<file path="config.mk">
export PLATFORM = sky130hd
export DESIGN_NAME = urf_uart_rx_fc_sleep
export DESIGN_NICKNAME = d
export VERILOG_FILES = /design/src/urf_pkg.sv /design/src/urf_uart_rx_fc_sleep.sv
export SDC_FILE = /design/constraint.sdc
export NUM_CORES = 1
export LEC_CHECK = 0
export BUFFER_PORTS_ARGS = -buffer_cell sky130_fd_sc_hd__buf_4
export CAP_MARGIN = 5
export CORE_MARGIN = 3
export CORE_UTILIZATION = 62
export DETAILED_ROUTE_END_ITERATION = 6
export PLACE_DENSITY_LB_ADDON = 0.3
export SLEW_MARGIN = 20
export SYNTH_ARGS = -nofsm -noshare
export SYNTH_HDL_FRONTEND = slang
export SYNTH_SLANG_ARGS = --single-unit
</file>
<file path="constraint.sdc">
create_clock -name SYS_CLK -period 4.4 [get_ports SYS_CLK]
set_clock_uncertainty 0.15 [all_clocks]
set_input_delay 0.44 -clock SYS_CLK [delete_from_list [all_inputs] [get_ports SYS_CLK]]
set_output_delay 0.44 -clock SYS_CLK [all_outputs]
set_load 0.05 [all_outputs]
</file>
<file path="src/urf_pkg.sv">
`default_nettype none
package urf_pkg;
   // ***********************************
   // register map (byte addresses)
   // ***********************************
   localparam logic [7:0] A_DATA = 8'h00;
   localparam logic [7:0] A_IEN = 8'h04;
   localparam logic [7:0] A_ISRC = 8'h08;
   localparam logic [7:0] A_FCTL = 8'h0C;
   localparam logic [7:0] A_LSTAT = 8'h10;
   localparam logic [7:0] A_MSTAT = 8'h14;
   localparam logic [7:0] A_DIV = 8'h18;
   localparam logic [7:0] A_FLOW = 8'h1C;
   localparam logic [7:0] A_PCHR = 8'h20;
   localparam logic [7:0] A_RCHR = 8'h24;
   localparam logic [7:0] A_TRIGD = 8'h28;
   // ***********************************
   // fields and reset values
   // ***********************************
   localparam int IEN_RXD = 0;
   localparam int IEN_SLEEP = 4;
   localparam int IEN_PAUSE = 5;
   localparam int FCTL_EN = 0;
   localparam int FLOW_EN = 0;
   localparam int FLOW_DBL = 1;
   localparam int FLOW_AUTO = 2;
   localparam int ISRC_FC = 4;
   localparam logic [3:0] ISRC_NONE = 4'h1;
   localparam logic [3:0] ISRC_RXD = 4'h4;
   localparam logic [3:0] ISRC_FCI = 4'h0;
   localparam logic [7:0] CHR_RST = 8'h00;
   localparam logic [1:0] RESP_OK = 2'h0;
   localparam logic [1:0] RESP_ERR = 2'h2;
   localparam logic [1:0] TBL_D = 2'h3;
   // ***********************************
   // timing
   // ***********************************
   localparam longint CLK_HZ = 125000000;
   localparam longint IDLE_S = 30;
   localparam longint IDLE_CYC = IDLE_S * CLK_HZ;
   localparam longint RECOVER_US = 45;
   localparam longint RECOVER_CYC = (RECOVER_US * CLK_HZ + 999999) / 1000000;
   localparam int OVERSAMPLE = 16;
   localparam int CHAR_BITS = 10;
   localparam int TWO_CHAR_MUL = 2 * CHAR_BITS * OVERSAMPLE;
   // ***********************************
   // types
   // ***********************************
   typedef struct packed {
      logic [2:0] err;
      logic [7:0] data;
   } urf_char_type;
   typedef enum logic [1:0] {SL_AWAKE = 2'b01, SL_ASLEEP = 2'b10} urf_sleep_type;
   typedef enum logic [2:0] {AP_IDLE = 3'b001, AP_WAIT = 3'b010, AP_SEND = 3'b100} urf_auto_type;
endpackage
`default_nettype wire

</file>
<file path="src/urf_uart_rx_fc_sleep.sv">
// Decided for this implementation: register access over AXI4-Lite and the register offsets.
`default_nettype none
module urf_uart_rx_fc_sleep
  import urf_pkg::*;
#(
   parameter int DEPTH = 64,
   parameter longint IDLE_CYCLES = IDLE_CYC,
   parameter longint RECOVER_CYCLES = RECOVER_CYC
) (
   // clock and reset
   input wire logic SYS_CLK,
   input wire logic RST,
   // register bus
   input wire logic [7:0] S_AXI_AWADDR,
   input wire logic S_AXI_AWVALID,
   output logic S_AXI_AWREADY,
   input wire logic [31:0] S_AXI_WDATA,
   input wire logic [3:0] S_AXI_WSTRB,
   input wire logic S_AXI_WVALID,
   output logic S_AXI_WREADY,
   output logic [1:0] S_AXI_BRESP,
   output logic S_AXI_BVALID,
   input wire logic S_AXI_BREADY,
   input wire logic [7:0] S_AXI_ARADDR,
   input wire logic S_AXI_ARVALID,
   output logic S_AXI_ARREADY,
   output logic [31:0] S_AXI_RDATA,
   output logic [1:0] S_AXI_RRESP,
   output logic S_AXI_RVALID,
   input wire logic S_AXI_RREADY,
   // receive source for channel b
   input wire logic RX_SOURCE_SELECT,
   input wire logic LINE_RX_DATA,
   input wire logic CHANNEL_B_RECEIVE_INPUT,
   output logic RX_SERIAL_B,
   output logic LINE_RX_TRISTATE,
   // characters from the receive shift register
   input wire urf_pkg::urf_char_type RX_CHAR,
   input wire logic RX_CHAR_VALID,
   // transmitter side
   output logic [7:0] TX_HOLD_DATA,
   output logic TX_HOLD_WRITE,
   output logic TX_HALT,
   output logic [7:0] TX_FC_CHAR,
   output logic TX_FC_VALID,
   input wire logic TX_FC_TAKEN,
   input wire logic TX_ACTIVE,
   // modem inputs and power
   input wire logic [3:0] MODEM_IN,
   input wire logic PUMP_SHUTDOWN_ENABLE_PIN,
   output logic OSC_RUN,
   output logic PUMP_ON,
   output logic PUMP_READY,
   output logic LINE_DRV_OE_N,
   output logic INT_OUT
);
   import urf_pkg::*;

   // ***********************************
   // registers
   // ***********************************
   logic [7:0] ien_ff, fctl_ff, flow_ff, trigd_ff;
   logic [15:0] div_ff, pchr_ff, rchr_ff;
   logic [3:0] msr_ff, modem_ff;
   logic fc_flag_ff, wake_int_ff;
   urf_char_type mem [DEPTH];
   logic [5:0] wptr_ff, rptr_ff;
   logic [6:0] cnt_ff;
   logic aw_v_ff, w_v_ff, bvalid_ff, rvalid_ff;
   logic [7:0] aw_a_ff;
   logic [31:0] w_d_ff, rdata_ff;
   logic [3:0] w_s_ff;
   logic [1:0] bresp_ff, rresp_ff;
   urf_sleep_type sl_ff;
   urf_auto_type ap_ff;

   // ***********************************
   // receive source and start edge
   // ***********************************
   logic rx_prev_ff, rx_fall;
   assign RX_SERIAL_B = RX_SOURCE_SELECT ? CHANNEL_B_RECEIVE_INPUT : LINE_RX_DATA;
   assign LINE_RX_TRISTATE = RX_SOURCE_SELECT;
   assign rx_fall = rx_prev_ff & ~RX_SERIAL_B;
   always_ff @(posedge SYS_CLK) begin
      if (RST) begin
         rx_prev_ff <= 1'b1;
         modem_ff <= 4'h0;
      end else begin
         rx_prev_ff <= RX_SERIAL_B;
         modem_ff <= MODEM_IN;
      end
   end

   // ***********************************
   // bus slave
   // ***********************************
   logic wr_go, rd_go;
   logic [7:0] wa;
   logic [31:0] wd, rd_val;
   logic rd_ok, wr_ok;
   assign S_AXI_AWREADY = ~aw_v_ff & ~bvalid_ff;
   assign S_AXI_WREADY = ~w_v_ff & ~bvalid_ff;
   assign S_AXI_ARREADY = ~rvalid_ff;
   assign S_AXI_BVALID = bvalid_ff;
   assign S_AXI_BRESP = bresp_ff;
   assign S_AXI_RVALID = rvalid_ff;
   assign S_AXI_RDATA = rdata_ff;
   assign S_AXI_RRESP = rresp_ff;
   assign wr_go = aw_v_ff & w_v_ff & ~bvalid_ff;
   assign wa = aw_a_ff;
   assign wd = w_d_ff;
   assign rd_go = S_AXI_ARVALID & ~rvalid_ff;
   assign wr_ok = wa <= A_TRIGD && wa[1:0] == 2'h0;

   always_ff @(posedge SYS_CLK) begin
      if (RST) begin
         aw_v_ff <= 1'b0;
         w_v_ff <= 1'b0;
         bvalid_ff <= 1'b0;
         bresp_ff <= RESP_OK;
         aw_a_ff <= 8'h00;
         w_d_ff <= 32'h0;
         w_s_ff <= 4'h0;
      end else begin
         if (S_AXI_AWVALID && S_AXI_AWREADY) begin
            aw_v_ff <= 1'b1;
            aw_a_ff <= S_AXI_AWADDR;
         end
         if (S_AXI_WVALID && S_AXI_WREADY) begin
            w_v_ff <= 1'b1;
            w_d_ff <= S_AXI_WDATA;
            w_s_ff <= S_AXI_WSTRB;
         end
         if (wr_go) begin
            aw_v_ff <= 1'b0;
            w_v_ff <= 1'b0;
            bvalid_ff <= 1'b1;
            bresp_ff <= wr_ok ? RESP_OK : RESP_ERR;
         end else if (bvalid_ff && S_AXI_BREADY) begin
            bvalid_ff <= 1'b0;
         end
      end
   end

   // config registers; 16-bit ones honour both byte lanes
   always_ff @(posedge SYS_CLK) begin
      if (RST) begin
         ien_ff <= 8'h00;
         fctl_ff <= 8'h00;
         flow_ff <= 8'h00;
         trigd_ff <= 8'h00;
         div_ff <= 16'h0000;
         pchr_ff <= {CHR_RST, CHR_RST};
         rchr_ff <= {CHR_RST, CHR_RST};
      end else if (wr_go) begin
         if (w_s_ff[0]) begin
            case (wa)
               A_IEN: ien_ff <= wd[7:0];
               A_FCTL: fctl_ff <= wd[7:0];
               A_FLOW: flow_ff <= wd[7:0];
               A_TRIGD: trigd_ff <= wd[7:0];
               A_DIV: div_ff[7:0] <= wd[7:0];
               A_PCHR: pchr_ff[7:0] <= wd[7:0];
               A_RCHR: rchr_ff[7:0] <= wd[7:0];
               default: ;
            endcase
         end
         if (w_s_ff[1]) begin
            case (wa)
               A_DIV: div_ff[15:8] <= wd[15:8];
               A_PCHR: pchr_ff[15:8] <= wd[15:8];
               A_RCHR: rchr_ff[15:8] <= wd[15:8];
               default: ;
            endcase
         end
      end
   end

   // transmit holding write is forwarded as a one-cycle strobe
   always_ff @(posedge SYS_CLK) begin
      if (RST) begin
         TX_HOLD_WRITE <= 1'b0;
         TX_HOLD_DATA <= 8'h00;
      end else begin
         TX_HOLD_WRITE <= wr_go && wa == A_DATA && w_s_ff[0];
         if (wr_go && wa == A_DATA && w_s_ff[0]) begin
            TX_HOLD_DATA <= wd[7:0];
         end
      end
   end

   // ***********************************
   // trigger tables
   // ***********************************
   // tables a-c share the b steps; d uses a programmed level and hysteresis
   function automatic logic [6:0] trig_lvl(input logic [7:0] f, input logic [7:0] td);
      logic [6:0] t;
      t = 7'd8;
      if (f[5:4] == TBL_D) begin
         t = td[6:0];
      end else begin
         case (f[7:6])
            2'h0: t = 7'd8;
            2'h1: t = 7'd16;
            2'h2: t = 7'd24;
            default: t = 7'd28;
         endcase
      end
      return t;
   endfunction

   logic [6:0] trig, hyst;
   logic over_trig, under_res;
   assign trig = trig_lvl(fctl_ff, trigd_ff);
   assign hyst = (fctl_ff[5:4] == TBL_D) ? {3'h0, fctl_ff[3:1], 1'b0} : 7'd0;
   assign over_trig = cnt_ff >= trig;
   // table b: resume one step below, so 8 resumes at 0 and 28 at 24
   always_comb begin
      under_res = 1'b0;
      if (fctl_ff[5:4] == TBL_D) begin
         under_res = {1'b0, cnt_ff} < {1'b0, trig} - {1'b0, hyst};
      end else begin
         case (fctl_ff[7:6])
            2'h0: under_res = cnt_ff == 7'd0;
            2'h1: under_res = cnt_ff <= 7'd8;
            2'h2: under_res = cnt_ff <= 7'd16;
            default: under_res = cnt_ff <= 7'd24;
         endcase
      end
   end

   // ***********************************
   // in-band match and fifo write path
   // ***********************************
   // double mode holds a possible first character back until the next character arrives;
   // it lands in the fifo only if the second does not complete the pair
   urf_char_type pend_ff, defer_ff, push_d;
   logic pend_v_ff, defer_v_ff, push, nxt_pend_v, nxt_defer_v, p_hit, r_hit;
   logic is_first;
   assign is_first = RX_CHAR.data == pchr_ff[7:0] || RX_CHAR.data == rchr_ff[7:0];
   always_comb begin
      push = defer_v_ff;
      push_d = defer_ff;
      p_hit = 1'b0;
      r_hit = 1'b0;
      nxt_pend_v = pend_v_ff;
      nxt_defer_v = 1'b0;
      if (RX_CHAR_VALID) begin
         if (!flow_ff[FLOW_EN]) begin
            push = 1'b1;
            push_d = RX_CHAR;
         end else if (!flow_ff[FLOW_DBL]) begin
            p_hit = RX_CHAR.data == pchr_ff[7:0];
            r_hit = !p_hit && RX_CHAR.data == rchr_ff[7:0];
            push = !(p_hit || r_hit);
            push_d = RX_CHAR;
         end else begin
            p_hit = pend_v_ff && pend_ff.data == pchr_ff[7:0]
                    && RX_CHAR.data == pchr_ff[15:8];
            r_hit = pend_v_ff && pend_ff.data == rchr_ff[7:0]
                    && RX_CHAR.data == rchr_ff[15:8];
            nxt_pend_v = 1'b0;
            if (!(p_hit || r_hit)) begin
               if (pend_v_ff) begin
                  push = 1'b1;
                  push_d = pend_ff;
               end
               if (is_first) begin
                  nxt_pend_v = 1'b1;
               end else if (pend_v_ff) begin
                  nxt_defer_v = 1'b1;
               end else begin
                  push = 1'b1;
                  push_d = RX_CHAR;
               end
            end
         end
      end
   end

   always_ff @(posedge SYS_CLK) begin
      if (RST) begin
         pend_v_ff <= 1'b0;
         defer_v_ff <= 1'b0;
         pend_ff <= '0;
         defer_ff <= '0;
      end else begin
         pend_v_ff <= nxt_pend_v & flow_ff[FLOW_EN] & flow_ff[FLOW_DBL];
         defer_v_ff <= nxt_defer_v;
         if (RX_CHAR_VALID) begin
            pend_ff <= RX_CHAR;
            defer_ff <= RX_CHAR;
         end
      end
   end

   // pause wins if both arrive together; resume only acts while paused
   always_ff @(posedge SYS_CLK) begin
      if (RST) begin
         fc_flag_ff <= 1'b0;
      end else if (p_hit) begin
         fc_flag_ff <= 1'b1;
      end else if (r_hit) begin
         fc_flag_ff <= 1'b0;
      end
   end
   assign TX_HALT = fc_flag_ff;

   // ***********************************
   // receive fifo
   // ***********************************
   logic pop, do_push, fifo_en;
   logic [6:0] cap;
   assign fifo_en = fctl_ff[FCTL_EN];
   assign cap = fifo_en ? 7'(DEPTH) : 7'd1;
   assign pop = rd_go && S_AXI_ARADDR == A_DATA && cnt_ff != 7'd0;
   assign do_push = push && (cnt_ff < cap || pop);
   always_ff @(posedge SYS_CLK) begin
      if (do_push) begin
         mem[wptr_ff] <= push_d;
      end
   end
   always_ff @(posedge SYS_CLK) begin
      if (RST) begin
         wptr_ff <= 6'h0;
         rptr_ff <= 6'h0;
         cnt_ff <= 7'h0;
      end else begin
         wptr_ff <= wptr_ff + 6'(do_push);
         rptr_ff <= rptr_ff + 6'(pop);
         cnt_ff <= cnt_ff + 7'(do_push) - 7'(pop);
      end
   end

   // ***********************************
   // interrupt status and modem changes
   // ***********************************
   logic rxd_int, fc_int, pending, wake_ev, modem_rise;
   logic [3:0] modem_chg;
   assign modem_chg = modem_ff ^ MODEM_IN;
   assign modem_rise = |(MODEM_IN & ~modem_ff);
   assign rxd_int = ien_ff[IEN_RXD] && over_trig && cnt_ff != 7'd0;
   assign fc_int = ien_ff[IEN_PAUSE] && fc_flag_ff;
   assign pending = rxd_int | fc_int | wake_int_ff;
   assign INT_OUT = pending;

   // a change in the cycle of the status read is kept, not lost
   always_ff @(posedge SYS_CLK) begin
      if (RST) begin
         msr_ff <= 4'h0;
      end else if (rd_go && S_AXI_ARADDR == A_MSTAT) begin
         msr_ff <= modem_chg;
      end else begin
         msr_ff <= msr_ff | modem_chg;
      end
   end

   always_comb begin
      rd_ok = 1'b1;
      rd_val = 32'h0;
      case (S_AXI_ARADDR)
         A_DATA: rd_val = {24'h0, mem[rptr_ff].data};
         A_IEN: rd_val = {24'h0, ien_ff};
         A_ISRC: rd_val = {27'h0, fc_flag_ff,
                           fc_int ? ISRC_FCI : rxd_int ? ISRC_RXD : ISRC_NONE};
         A_FCTL: rd_val = {24'h0, fctl_ff};
         A_LSTAT: rd_val = {27'h0, cnt_ff != 7'd0 ? mem[rptr_ff].err : 3'h0, 1'b0,
                            cnt_ff != 7'd0};
         A_MSTAT: rd_val = {24'h0, MODEM_IN, msr_ff};
         A_DIV: rd_val = {16'h0, div_ff};
         A_FLOW: rd_val = {24'h0, flow_ff};
         A_PCHR: rd_val = {16'h0, pchr_ff};
         A_RCHR: rd_val = {16'h0, rchr_ff};
         A_TRIGD: rd_val = {24'h0, trigd_ff};
         default: rd_ok = 1'b0;
      endcase
   end
   always_ff @(posedge SYS_CLK) begin
      if (RST) begin
         rvalid_ff <= 1'b0;
         rdata_ff <= 32'h0;
         rresp_ff <= RESP_OK;
      end else if (rd_go) begin
         rvalid_ff <= 1'b1;
         rdata_ff <= rd_val;
         rresp_ff <= rd_ok ? RESP_OK : RESP_ERR;
      end else if (S_AXI_RREADY) begin
         rvalid_ff <= 1'b0;
      end
   end

   // ***********************************
   // sleep
   // ***********************************
   logic can_sleep;
   assign wake_ev = rx_fall | (wr_go && wa == A_DATA) | (|modem_chg);
   assign can_sleep = !pending && div_ff != 16'h0 && ien_ff[IEN_SLEEP]
                      && msr_ff == 4'h0 && RX_SERIAL_B && !wake_ev;
   always_ff @(posedge SYS_CLK) begin
      if (RST) begin
         sl_ff <= SL_AWAKE;
      end else begin
         case (sl_ff)
            SL_AWAKE: if (can_sleep) begin
               sl_ff <= SL_ASLEEP;
            end
            SL_ASLEEP: if (wake_ev || !ien_ff[IEN_SLEEP]) begin
               sl_ff <= SL_AWAKE;
            end
            default: sl_ff <= SL_AWAKE;
         endcase
      end
   end
   assign OSC_RUN = sl_ff == SL_AWAKE;

   // wake raised wins over the clearing read of the source register
   always_ff @(posedge SYS_CLK) begin
      if (RST) begin
         wake_int_ff <= 1'b0;
      end else if (sl_ff == SL_ASLEEP && wake_ev) begin
         wake_int_ff <= 1'b1;
      end else if (rd_go && S_AXI_ARADDR == A_ISRC) begin
         wake_int_ff <= 1'b0;
      end
   end

   // ***********************************
   // charge pump
   // ***********************************
   logic [31:0] idle_ff, rec_ff;
   logic pump_off_ff, pump_ev;
   assign pump_ev = rx_fall | (wr_go && wa == A_DATA) | modem_rise;
   always_ff @(posedge SYS_CLK) begin
      if (RST) begin
         idle_ff <= 32'h0;
         pump_off_ff <= 1'b0;
      end else if (!PUMP_SHUTDOWN_ENABLE_PIN || pump_ev) begin
         idle_ff <= 32'h0;
         pump_off_ff <= 1'b0;
      end else if (sl_ff == SL_AWAKE) begin
         if (TX_ACTIVE || |modem_chg) begin
            idle_ff <= 32'h0;
         end else if (idle_ff >= 32'(IDLE_CYCLES - 1)) begin
            pump_off_ff <= 1'b1;
         end else begin
            idle_ff <= idle_ff + 32'h1;
         end
      end
   end
   // ready drops for the recovery time after each restart
   always_ff @(posedge SYS_CLK) begin
      if (RST) begin
         rec_ff <= 32'h0;
      end else if (pump_off_ff) begin
         rec_ff <= 32'(RECOVER_CYCLES);
      end else if (rec_ff != 32'h0) begin
         rec_ff <= rec_ff - 32'h1;
      end
   end
   assign PUMP_ON = ~pump_off_ff;
   assign PUMP_READY = ~pump_off_ff && rec_ff == 32'h0;
   assign LINE_DRV_OE_N = pump_off_ff;

   // ***********************************
   // automatic pause and resume sender
   // ***********************************
   logic [31:0] tmr_ff;
   logic sent_p_ff, kind_ff, idx_ff;
   always_ff @(posedge SYS_CLK) begin
      if (RST) begin
         ap_ff <= AP_IDLE;
         tmr_ff <= 32'h0;
         sent_p_ff <= 1'b0;
         kind_ff <= 1'b0;
         idx_ff <= 1'b0;
      end else begin
         case (ap_ff)
            AP_IDLE: begin
               idx_ff <= 1'b0;
               if (flow_ff[FLOW_AUTO] && !sent_p_ff && over_trig) begin
                  ap_ff <= AP_WAIT;
                  tmr_ff <= 32'(div_ff) * 32'(TWO_CHAR_MUL);
               end else if (sent_p_ff && under_res) begin
                  ap_ff <= AP_SEND;
                  kind_ff <= 1'b1;
               end
            end
            AP_WAIT: begin
               if (tmr_ff <= 32'h1) begin
                  ap_ff <= AP_SEND;
                  kind_ff <= 1'b0;
               end else begin
                  tmr_ff <= tmr_ff - 32'h1;
               end
            end
            AP_SEND: if (TX_FC_TAKEN) begin
               if (flow_ff[FLOW_DBL] && !idx_ff) begin
                  idx_ff <= 1'b1;
               end else begin
                  ap_ff <= AP_IDLE;
                  sent_p_ff <= ~kind_ff;
               end
            end
            default: ap_ff <= AP_IDLE;
         endcase
      end
   end
   // the transmitter gives this priority over its fifo at the next boundary
   assign TX_FC_VALID = ap_ff == AP_SEND;
   always_comb begin
      if (kind_ff) begin
         TX_FC_CHAR = idx_ff ? rchr_ff[15:8] : rchr_ff[7:0];
      end else begin
         TX_FC_CHAR = idx_ff ? pchr_ff[15:8] : pchr_ff[7:0];
      end
   end
endmodule
`default_nettype wire

</file>
After elaboration in Yosys (flattened, before gate mapping):

Memory sizes are Yosys's and may differ from the RTL's. A register that Yosys moved wholly into a read port is not among the register bits.
Cells that the tools add are included.

* register bits: 303
* bits in latches: 0
* RAM bits: 704
* ROM bits: 0
* bits of input ports: 81
* output and inout bits: 67
* word-level logic and storage cells: 299
* memories: 1

Memories
* mem: words 64, width 11, rd ports 1, clocked after memory_dff 1, wr ports 1, RTL line urf_uart_rx_fc_sleep.sv:66 `urf_char_type mem [DEPTH];`

* $add $sub $neg: 8
* multiply operators: 1
* divide/modulo/power cells: 0
* magnitude comparators: 9
* eq/ne operators: 43
* shifts and indexed selects: 0
* multiplexer cells: 77
* bitwise logic cells: 29
* reductions and logical operators: 87

Operators by type and width (count)
* one-hot mux 16 bit (11 select lines): 1
* 2-to-1 mux 32 bit: 4
* 2-to-1 mux 11 bit: 6
* one-hot mux 32 bit (2 select lines): 1
* subtractor 32 x 1 -> 32 bit, second input constant: 2
* equality test 8 x 5 -> 1 bit, second input constant: 6
* equality test 8 x 6 -> 1 bit, second input constant: 6
* equality test 8 bit: 6
* AND reduction 3 bit: 14
* 2-to-1 mux 1 bit: 37
* adder 32 x 1 -> 32 bit, second input constant: 1
* >= comparator 32 bit, second input constant: 1
* less-or-equal comparator 32 x 1 -> 1 bit, second input constant: 1
* zero test 32 bit: 1
* nonzero test 32 bit: 1
* logical AND 1 bit: 30
* 2-to-1 mux 13 bit: 2
* equality test 8 x 4 -> 1 bit, second input constant: 3
* 2-to-1 mux 3 bit: 8
* 2-to-1 mux 8 bit: 3
* multiplier 16 x 3 -> 19 bit, second input constant: 1
* equality test 8 x 3 -> 1 bit, second input constant: 2
* zero test 8 bit: 2
* inequality test 2 bit, second input constant: 8
* 47 further kinds: 107

Logic depth before layout (Yosys ltp):

Gate-level depths: netlist of run 1.

* depth after elaboration: 16
* depth in mapped cells: 19
* depth with buffers taken out: 19

Worst setup path after synthesis of run 1:

Ideal clock, no wire load.

* path type: flip-flop to output port
* from: reg fctl_ff[5]
* to: out INT_OUT
* arrival: 3127 ps
* data required time: 3810 ps
* slack: 683 ps
* cell stages (with the launch flop): 11
* path buffers: 1
* cell sequence: dfxtp_1 and2_1 buf_2 nand2_1 ha_1 a21oi_1 maj3_1 o21ai_0 a221o_1 a21oi_1 o21ai_0

* word-level cells in the longest chain between the ends: 7

Ends and longest elaborated chain
* start, declared: RTL line urf_uart_rx_fc_sleep.sv:62 `logic [7:0] ien_ff, fctl_ff, flow_ff, trigd_ff;`
* start signal, assigned: RTL line urf_uart_rx_fc_sleep.sv:159 `A_FCTL: fctl_ff <= wd[7:0];`
* equality test 2 bit: RTL line urf_uart_rx_fc_sleep.sv:199 `if (f[5:4] == TBL_D) begin`
* 2-to-1 mux 7 bit: RTL line urf_uart_rx_fc_sleep.sv:199
* >= comparator 7 bit: RTL line urf_uart_rx_fc_sleep.sv:216 `assign over_trig = cnt_ff >= trig;`
* logical AND 1 bit (2 in a row): RTL line urf_uart_rx_fc_sleep.sv:342 `assign rxd_int = ien_ff[IEN_RXD] && over_trig && cnt_ff != 7'd0;`
* OR 1 bit (2 in a row): RTL line urf_uart_rx_fc_sleep.sv:344 `assign pending = rxd_int | fc_int | wake_int_ff;`
* end, declared: RTL line urf_uart_rx_fc_sleep.sv:55 `output logic INT_OUT`

Every way passes these cells.

Final worst setup path of run 1:

Same ends and word-level chain as after synthesis.

==> results.py, run 1 <==
metrics = {
    "detailed_routing": {
        "wl_mm": 112,
        "drcViolationCount": 1,
        "num_vias": 27020,
        "routedWlPerCell_um": 27.5,
        "drt.antenna.violating_nets": 0,
        "drt_iter0_markers": 3205,
        "viasPerCell": 6.60,
        "drtPass1Iterations": 7,
    },
    "clocking": {
        "clk_latency_ns": 0.68,
        "cts-htree-levels": 3,
        "clockBufferDepth": 3,
        "clock-sinks": 989,
        "clockRootBuffer": "clkbuf_16",
        "cts_buffers": 98,
        "cts_setup_buffers": 0,
        "cts_tree": "built",
        "clk_pin_slew_ns": 0.06,
    },
    "logic_synthesis": {
        "synth_flop_cell": "edfxtp_1",
        "synth_cell_types": 86,
        "synth_seq_cells": 989,
        "synth-edff-count": 704,
        "synth-seq-area-share_pct": 63.4,
        "netlist_area_sq_mm": 0.0423,
        "avgSynthCellArea_sq_um": 14.3,
        "async_flop_share_pct": 0,
        "yosys_warnings": 0,
        "synthCells": 2956,
    },
    "timing": {
        "timing.fmax_ghz": 0.240,
        "slew_viol_final": 0,
        "report.final.setup_viol": 0,
        "max_slew_margin_pct": 22.8,
        "final.period_utilization_pct": 94.7,
        "fin_ws_ns": 0.231,
        "fin_tns_setup_ns": 0,
        "whs_ns": 0.0753,
        "worstMarginPinSlew_ns": 1.15,
        "period_needed_ns": 4.17,
        "hold_viol": 0,
        "rsz0062_at_grt": "false",
    },
    "outcome": {
        "status": "finished, violations left",
        "violations": "DRC",
    },
    "placement": {
        "gp_congestion": 0.931,
        "pre_cts_ws_ns": 0.191,
        "hpwl_mm": 70.7,
        "numPortBuffers": 111,
        "dpl_cell_area_sq_mm": 0.0442,
    },
    "floorplan": {
        "core_area_sq_mm": 0.0674,
        "dieWidth_um": 267,
        "start_util_pct": 62.8,
        "num_rows": 95,
        "die-height_um": 267,
        "die_area_sq_mm": 0.0715,
        "design.portCount": 148,
    },
    "cells_and_area": {
        "design_area_sq_mm": 0.0481,
        "area_growth_pct": 13.6,
        "drive_above_1_share_pct": 18.9,
        "layout.nets": 3290,
    },
    "global_routing": {
        "antenna_found_initial": 3,
        "grt.total_usage_pct": 31.7,
        "grt_pass1_wl_mm": 169,
        "grt_pass1_vias": 27211,
        "gr-total-overflow": 0,
        "grt_max_degree": 90,
    },
    "flow_run": {
        "cap_viol_max_count": 0,
    },
    "setup_path": {
        "crit_path_start_kind": "flop",
        "worstPathCellList": "and2_1 > nand2_1 > ha_1 > a21oi_1 > maj3_1 > o21ai_0 > a221o_2 > a21oi_1 > o21ai_0 > buf_4",
        "cpPeakStageDelay_ns": 0.47,
        "timing.critical_path.buf_inv": 1,
        "path_max_fanout": 8,
        "required_ns": 3.81,
        "crit_type": "reg2out",
        "crit_slowest_cell": "dfxtp_1",
        "worstPathArrival_ns": 3.58,
        "crit_family": "compound AO/OA/AOI/OAI gates",
        "critPathCaptureType": "output port",
    },
    "hold_path": {
        "hold_class": "in2reg",
    },
    "power": {
        "p_leak_nw": 16.8,
        "power.density_mw_per_mm2": 436,
        "irDropWorstVdd_v": 0.000357,
    },
}
metal layers:
metal  wire (um)  track usage, %  up-vias
li1            -               -    11679
met1       41000            40.3    13489
met2       55000            52.8     1510
met3       10800            6.90      342
met4        5730            14.6        0
met5           0               0        -
Yosys cell counts, drive strengths merged (52+ instances only):
master    n  area [sq um]
buf      71           389
dfxtp   285          5710
edfxtp  704         21100
a21oi   120           604
xnor2    52           455
nor2    322          1210
xor2     78           683
mux2i   124          1240
nand3    57           290
o21ai    63           315
clkbuf  104           392
ha       68           851
nand2   205           769
mux4    215          4840
worst register-to-register path, delay by kind of cell, from the launching register on:
family,cells,cell delay [ns]
AOI/OAI and AO/OA,1,0.23
adders and majority gates,1,0.21
buffers and inverters,2,0.43
DFF,1,0.47
and+or+nand+nor,6,2.13
flip-flops by register name (all words and copies together), names as in the netlist, 16 cells and up:
register,flops
mem,704
idle_ff,32
rec_ff,32
tmr_ff,32
S_AXI_RDATA,16
div_ff,16
pchr_ff,16
rchr_ff,16
w_d_ff,16
stage by stage:
step	total power [W]	cells	utilization, %
after global routing	0.0216	4092	71.4
after global placement	0.0125	3855	65.7
after floorplan	0.0119	2973	-
final	0.0210	4093	71.4
after CTS	0.0210	4092	71.3
after detailed placement	0.0126	3855	65.7
where the power goes:
part / switching (W) / leakage, nW / total (W) / internal (W)
combinational: 0.00130 / 6.47 / 0.00206 / 0.000756
sequential: 0.000207 / 8.73 / 0.0104 / 0.0102
clock: 0.00361 / 1.61 / 0.00846 / 0.00485
area by class of cell:
class	count	area, sq um
Tap cell	873	1090
Multi-Input combinational cell	1765	14700
Inverter	44	165
Timing Repair Buffer	240	2060
Clock buffer	119	2610
Antenna cell	1	2.50
Sequential cell	989	26900
Clock inverter	62	656
Fill cell	4219	19300
cells by family after synthesis:
group	share of synthesized area (%)
xor+xnor	2.69
other cells	0.00885
flops	63.4
mux	14.8
compound gates	5.25
simple gates	9.49
fa+ha+maj	2.17
buf+inv	2.23
worst paths after layout:
kind | to | depth (start not counted) | from | slack [ns]
worst max register to register | mem[58][5]$_DFFE_PP_ | 10 | cnt_ff[5]$_SDFF_PP0_ | 0.40
worst min register to register | idle_ff[1]$_SDFFE_PP0P_ | 2 | idle_ff[1]$_SDFFE_PP0P_ | 0.33
worst max-delay path | INT_OUT | 10 | fctl_ff[5]$_SDFFE_PP0P_ | 0.23
worst min-delay path | idle_ff[1]$_SDFFE_PP0P_ | 3 | PUMP_SHUTDOWN_ENABLE_PIN | 0.08
cells in the final DEF (no fill, tap or decap), drive strengths merged, types with 19 or more instances in the layout:
| cell type | instances |
|---|---|
| a21oi | 120 |
| nor3 | 51 |
| clkinv | 45 |
| nand4 | 26 |
| inv | 46 |
| xnor2 | 52 |
| nand2b | 21 |
| nor2b | 24 |
| nand2 | 205 |
| dfxtp | 285 |
| xor2 | 78 |
| o21ai | 63 |
| nor4 | 43 |
| or4 | 19 |
| mux2i | 124 |
| ha | 68 |
| buf | 184 |
| edfxtp | 704 |
| mux4 | 215 |
| dlygate4sd3 | 56 |
| nand3 | 57 |
| nor2 | 322 |
| clkbuf | 119 |
repair_timing:
action / in CTS / in global routing
resized for setup: 0 / 2
hold buffers: 56 / 0
endpoints found under the hold margin: 64 / 0
setup endpoints to repair: 0 / 2
Power figures use the tool's default switching activity.
==> run 2, diff against run 1 <==
CELL_PAD_IN_SITES_DETAIL_PLACEMENT = 0   (was not set)
CELL_PAD_IN_SITES_GLOBAL_PLACEMENT = 1   (was not set)
CORE_UTILIZATION = 52   (was 62)
==> run 2 against run 1 <==
The run now ends clean. Clock power rose by 1%. Final cell count rose by 4.6%. Maximum frequency fell by 1.3%. Critical path type unchanged. Sequential share of layout area fell by 0.27 points. First-iteration DRC count fell by 24%. Global-route usage fell by 6.3 points. Non-clock buffer count fell by 5. Combinational power fell by 2%. Setup slack got worse by 0.057 ns. Die area rose by 19%. Wire length fell by 3.2%. Via count fell by 3.7%.
==> results.py, run 2 (synthesis results as in run 1) <==
metrics = {
    "detailed_routing": {
        "drt_iter0_markers": 2446,
        "routedWlPerCell_um": 25.4,
        "wl_mm": 109,
        "drcViolationCount": 0,
        "viasPerCell": 6.08,
        "num_vias": 26024,
        "drtPass1Iterations": 6,
        "drt.antenna.violating_nets": 0,
    },
    "global_routing": {
        "grt_pass1_wl_mm": 164,
        "antenna_found_initial": 2,
        "gr-total-overflow": 0,
        "grt_pass1_vias": 26069,
        "grt_max_degree": 176,
        "grt.total_usage_pct": 25.5,
    },
    "timing": {
        "rsz0062_at_grt": "false",
        "fin_tns_setup_ns": 0,
        "final.period_utilization_pct": 96.0,
        "whs_ns": 0.0324,
        "period_needed_ns": 4.23,
        "fin_ws_ns": 0.174,
        "worstMarginPinSlew_ns": 1.13,
        "slew_viol_final": 0,
        "hold_viol": 0,
        "timing.fmax_ghz": 0.237,
        "report.final.setup_viol": 0,
        "max_slew_margin_pct": 24.5,
    },
    "setup_path": {
        "critPathCaptureType": "output port",
        "crit_type": "reg2out",
        "crit_path_start_kind": "flop",
        "worstPathArrival_ns": 3.64,
        "required_ns": 3.81,
        "path_max_fanout": 11,
    },
    "clocking": {
        "cts-htree-levels": 3,
        "clockBufferDepth": 3,
        "clockRootBuffer": "clkbuf_16",
        "cts_tree": "built",
        "clk_latency_ns": 0.67,
        "clock-sinks": 989,
        "clk_pin_slew_ns": 0.06,
        "cts_buffers": 102,
        "cts_setup_buffers": 0,
    },
    "placement": {
        "pre_cts_ws_ns": 0.179,
        "numPortBuffers": 111,
        "gp_congestion": 0.884,
        "hpwl_mm": 71.1,
    },
    "flow_run": {
        "cap_viol_max_count": 0,
    },
    "cells_and_area": {
        "area_growth_pct": 14.2,
        "layout_commonest_cell": "edfxtp_1",
        "drive_above_1_share_pct": 18.4,
        "largest_reg_flops": 704,
        "final_cell_mix": "edfxtp_1 (704), nor2_1 (318), dfxtp_1 (281), mux4_2 (215), nand2_1 (205)",
        "fin_util_pct": 60.0,
        "layout.nets": 3289,
        "top_register": "mem",
    },
    "floorplan": {
        "dieWidth_um": 291,
        "die_area_sq_mm": 0.0849,
        "start_util_pct": 52.6,
        "die-height_um": 291,
        "core_area_sq_mm": 0.0805,
        "design.portCount": 148,
        "num_rows": 104,
    },
    "power": {
        "irDropWorstVdd_v": 0.000425,
        "power.density_mw_per_mm2": 434,
        "p_leak_nw": 16.8,
    },
    "outcome": {
        "status": "completed",
    },
    "hold_path": {
        "hold_class": "in2reg",
    },
}
==> run 2: cell count changes in the layout (fill, tap and decap cells not counted), moves of 2 or more <==
cell	previous run	this run
clkbuf_1	14	18
clkinv_1	14	21
o21ai_0	61	59
clkinvlp_4	5	7
buf_4	174	169
clkbuf_16	99	102
nor2_2	10	4
clkinv_2	27	17
nor2_1	312	318
==> run 2: path summary, 6_finish.rpt <==
| path | start | endpoint | slack (ns) | cells past startpoint |
|---|---|---|---|---|
| worst max-delay path | fctl_ff[4]$_SDFFE_PP0P_ | INT_OUT | 0.17 | 10 |
| worst min-delay path | LINE_RX_DATA | rx_prev_ff$_SDFF_PP1_ | 0.03 | 3 |
| worst max register to register | pchr_ff[2]$_SDFFE_PP0P_ | mem[57][7]$_DFFE_PP_ | 0.42 | 10 |
| worst min register to register | msr_ff[0]$_SDFF_PP0_ | msr_ff[0]$_SDFF_PP0_ | 0.33 | 2 |
==> run 2: repair_timing <==
action / 4_1_cts / 5_1_grt
hold buffers: 57 / 0
gates cloned: 0 / 0
endpoints found under the setup margin: 1 / 2
hold endpoints to repair: 62 / 0
resized for setup: 1 / 4
==> run 2: area by class of cell <==
cell class	instances	area (sq um)
Inverter	44	165
Clock inverter	60	617
Multi-Input combinational cell	1765	14700
Clock buffer	127	2720
Tap cell	1060	1330
Antenna cell	1	2.50
Sequential cell	989	26900
Fill cell	6032	32200
Timing Repair Buffer	235	2010
==> run 2: per-stage QoR <==
stage / power [W] / instances / area (sq um)
after global routing: 0.0217 / 4281 / 48400
after floorplan: 0.0119 / 2973 / 42400
final: 0.0210 / 4281 / 48400
after detailed placement: 0.0126 / 4036 / 44400
after global placement: 0.0125 / 4036 / 44400
after CTS: 0.0212 / 4280 / 48300
==> run 2: where the power goes <==
group / internal (W) / leakage (nW) / switching (W) / total [W]
combinational: 0.000752 / 6.45 / 0.00126 / 0.00202
sequential: 0.0102 / 8.73 / 0.000195 / 0.0104
clock: 0.00497 / 1.62 / 0.00358 / 0.00855
total: 0.0160 / 16.8 / 0.00504 / 0.0210
==> run 2: layer usage <==
layer | GRT usage [%] | up-vias | wire (um)
li1 | - | 11676 | -
met1 | 34.5 | 13156 | 44100
met2 | 41.5 | 993 | 52700
met3 | 5.21 | 199 | 8280
met4 | 8.65 | 0 | 3770
met5 | 0 | - | 0
==> run 2: critical path: stages (launching register included) <==
cell,delay (ns)
dfxtp_1,0.46
and2_2,0.33
nand2_1,0.09
ha_1,0.27
a21oi_1,0.13
maj3_1,0.22
o21ai_0,0.13
a221o_1,0.44
a21oi_1,0.51
o21ai_2,0.18
buf_4,0.23
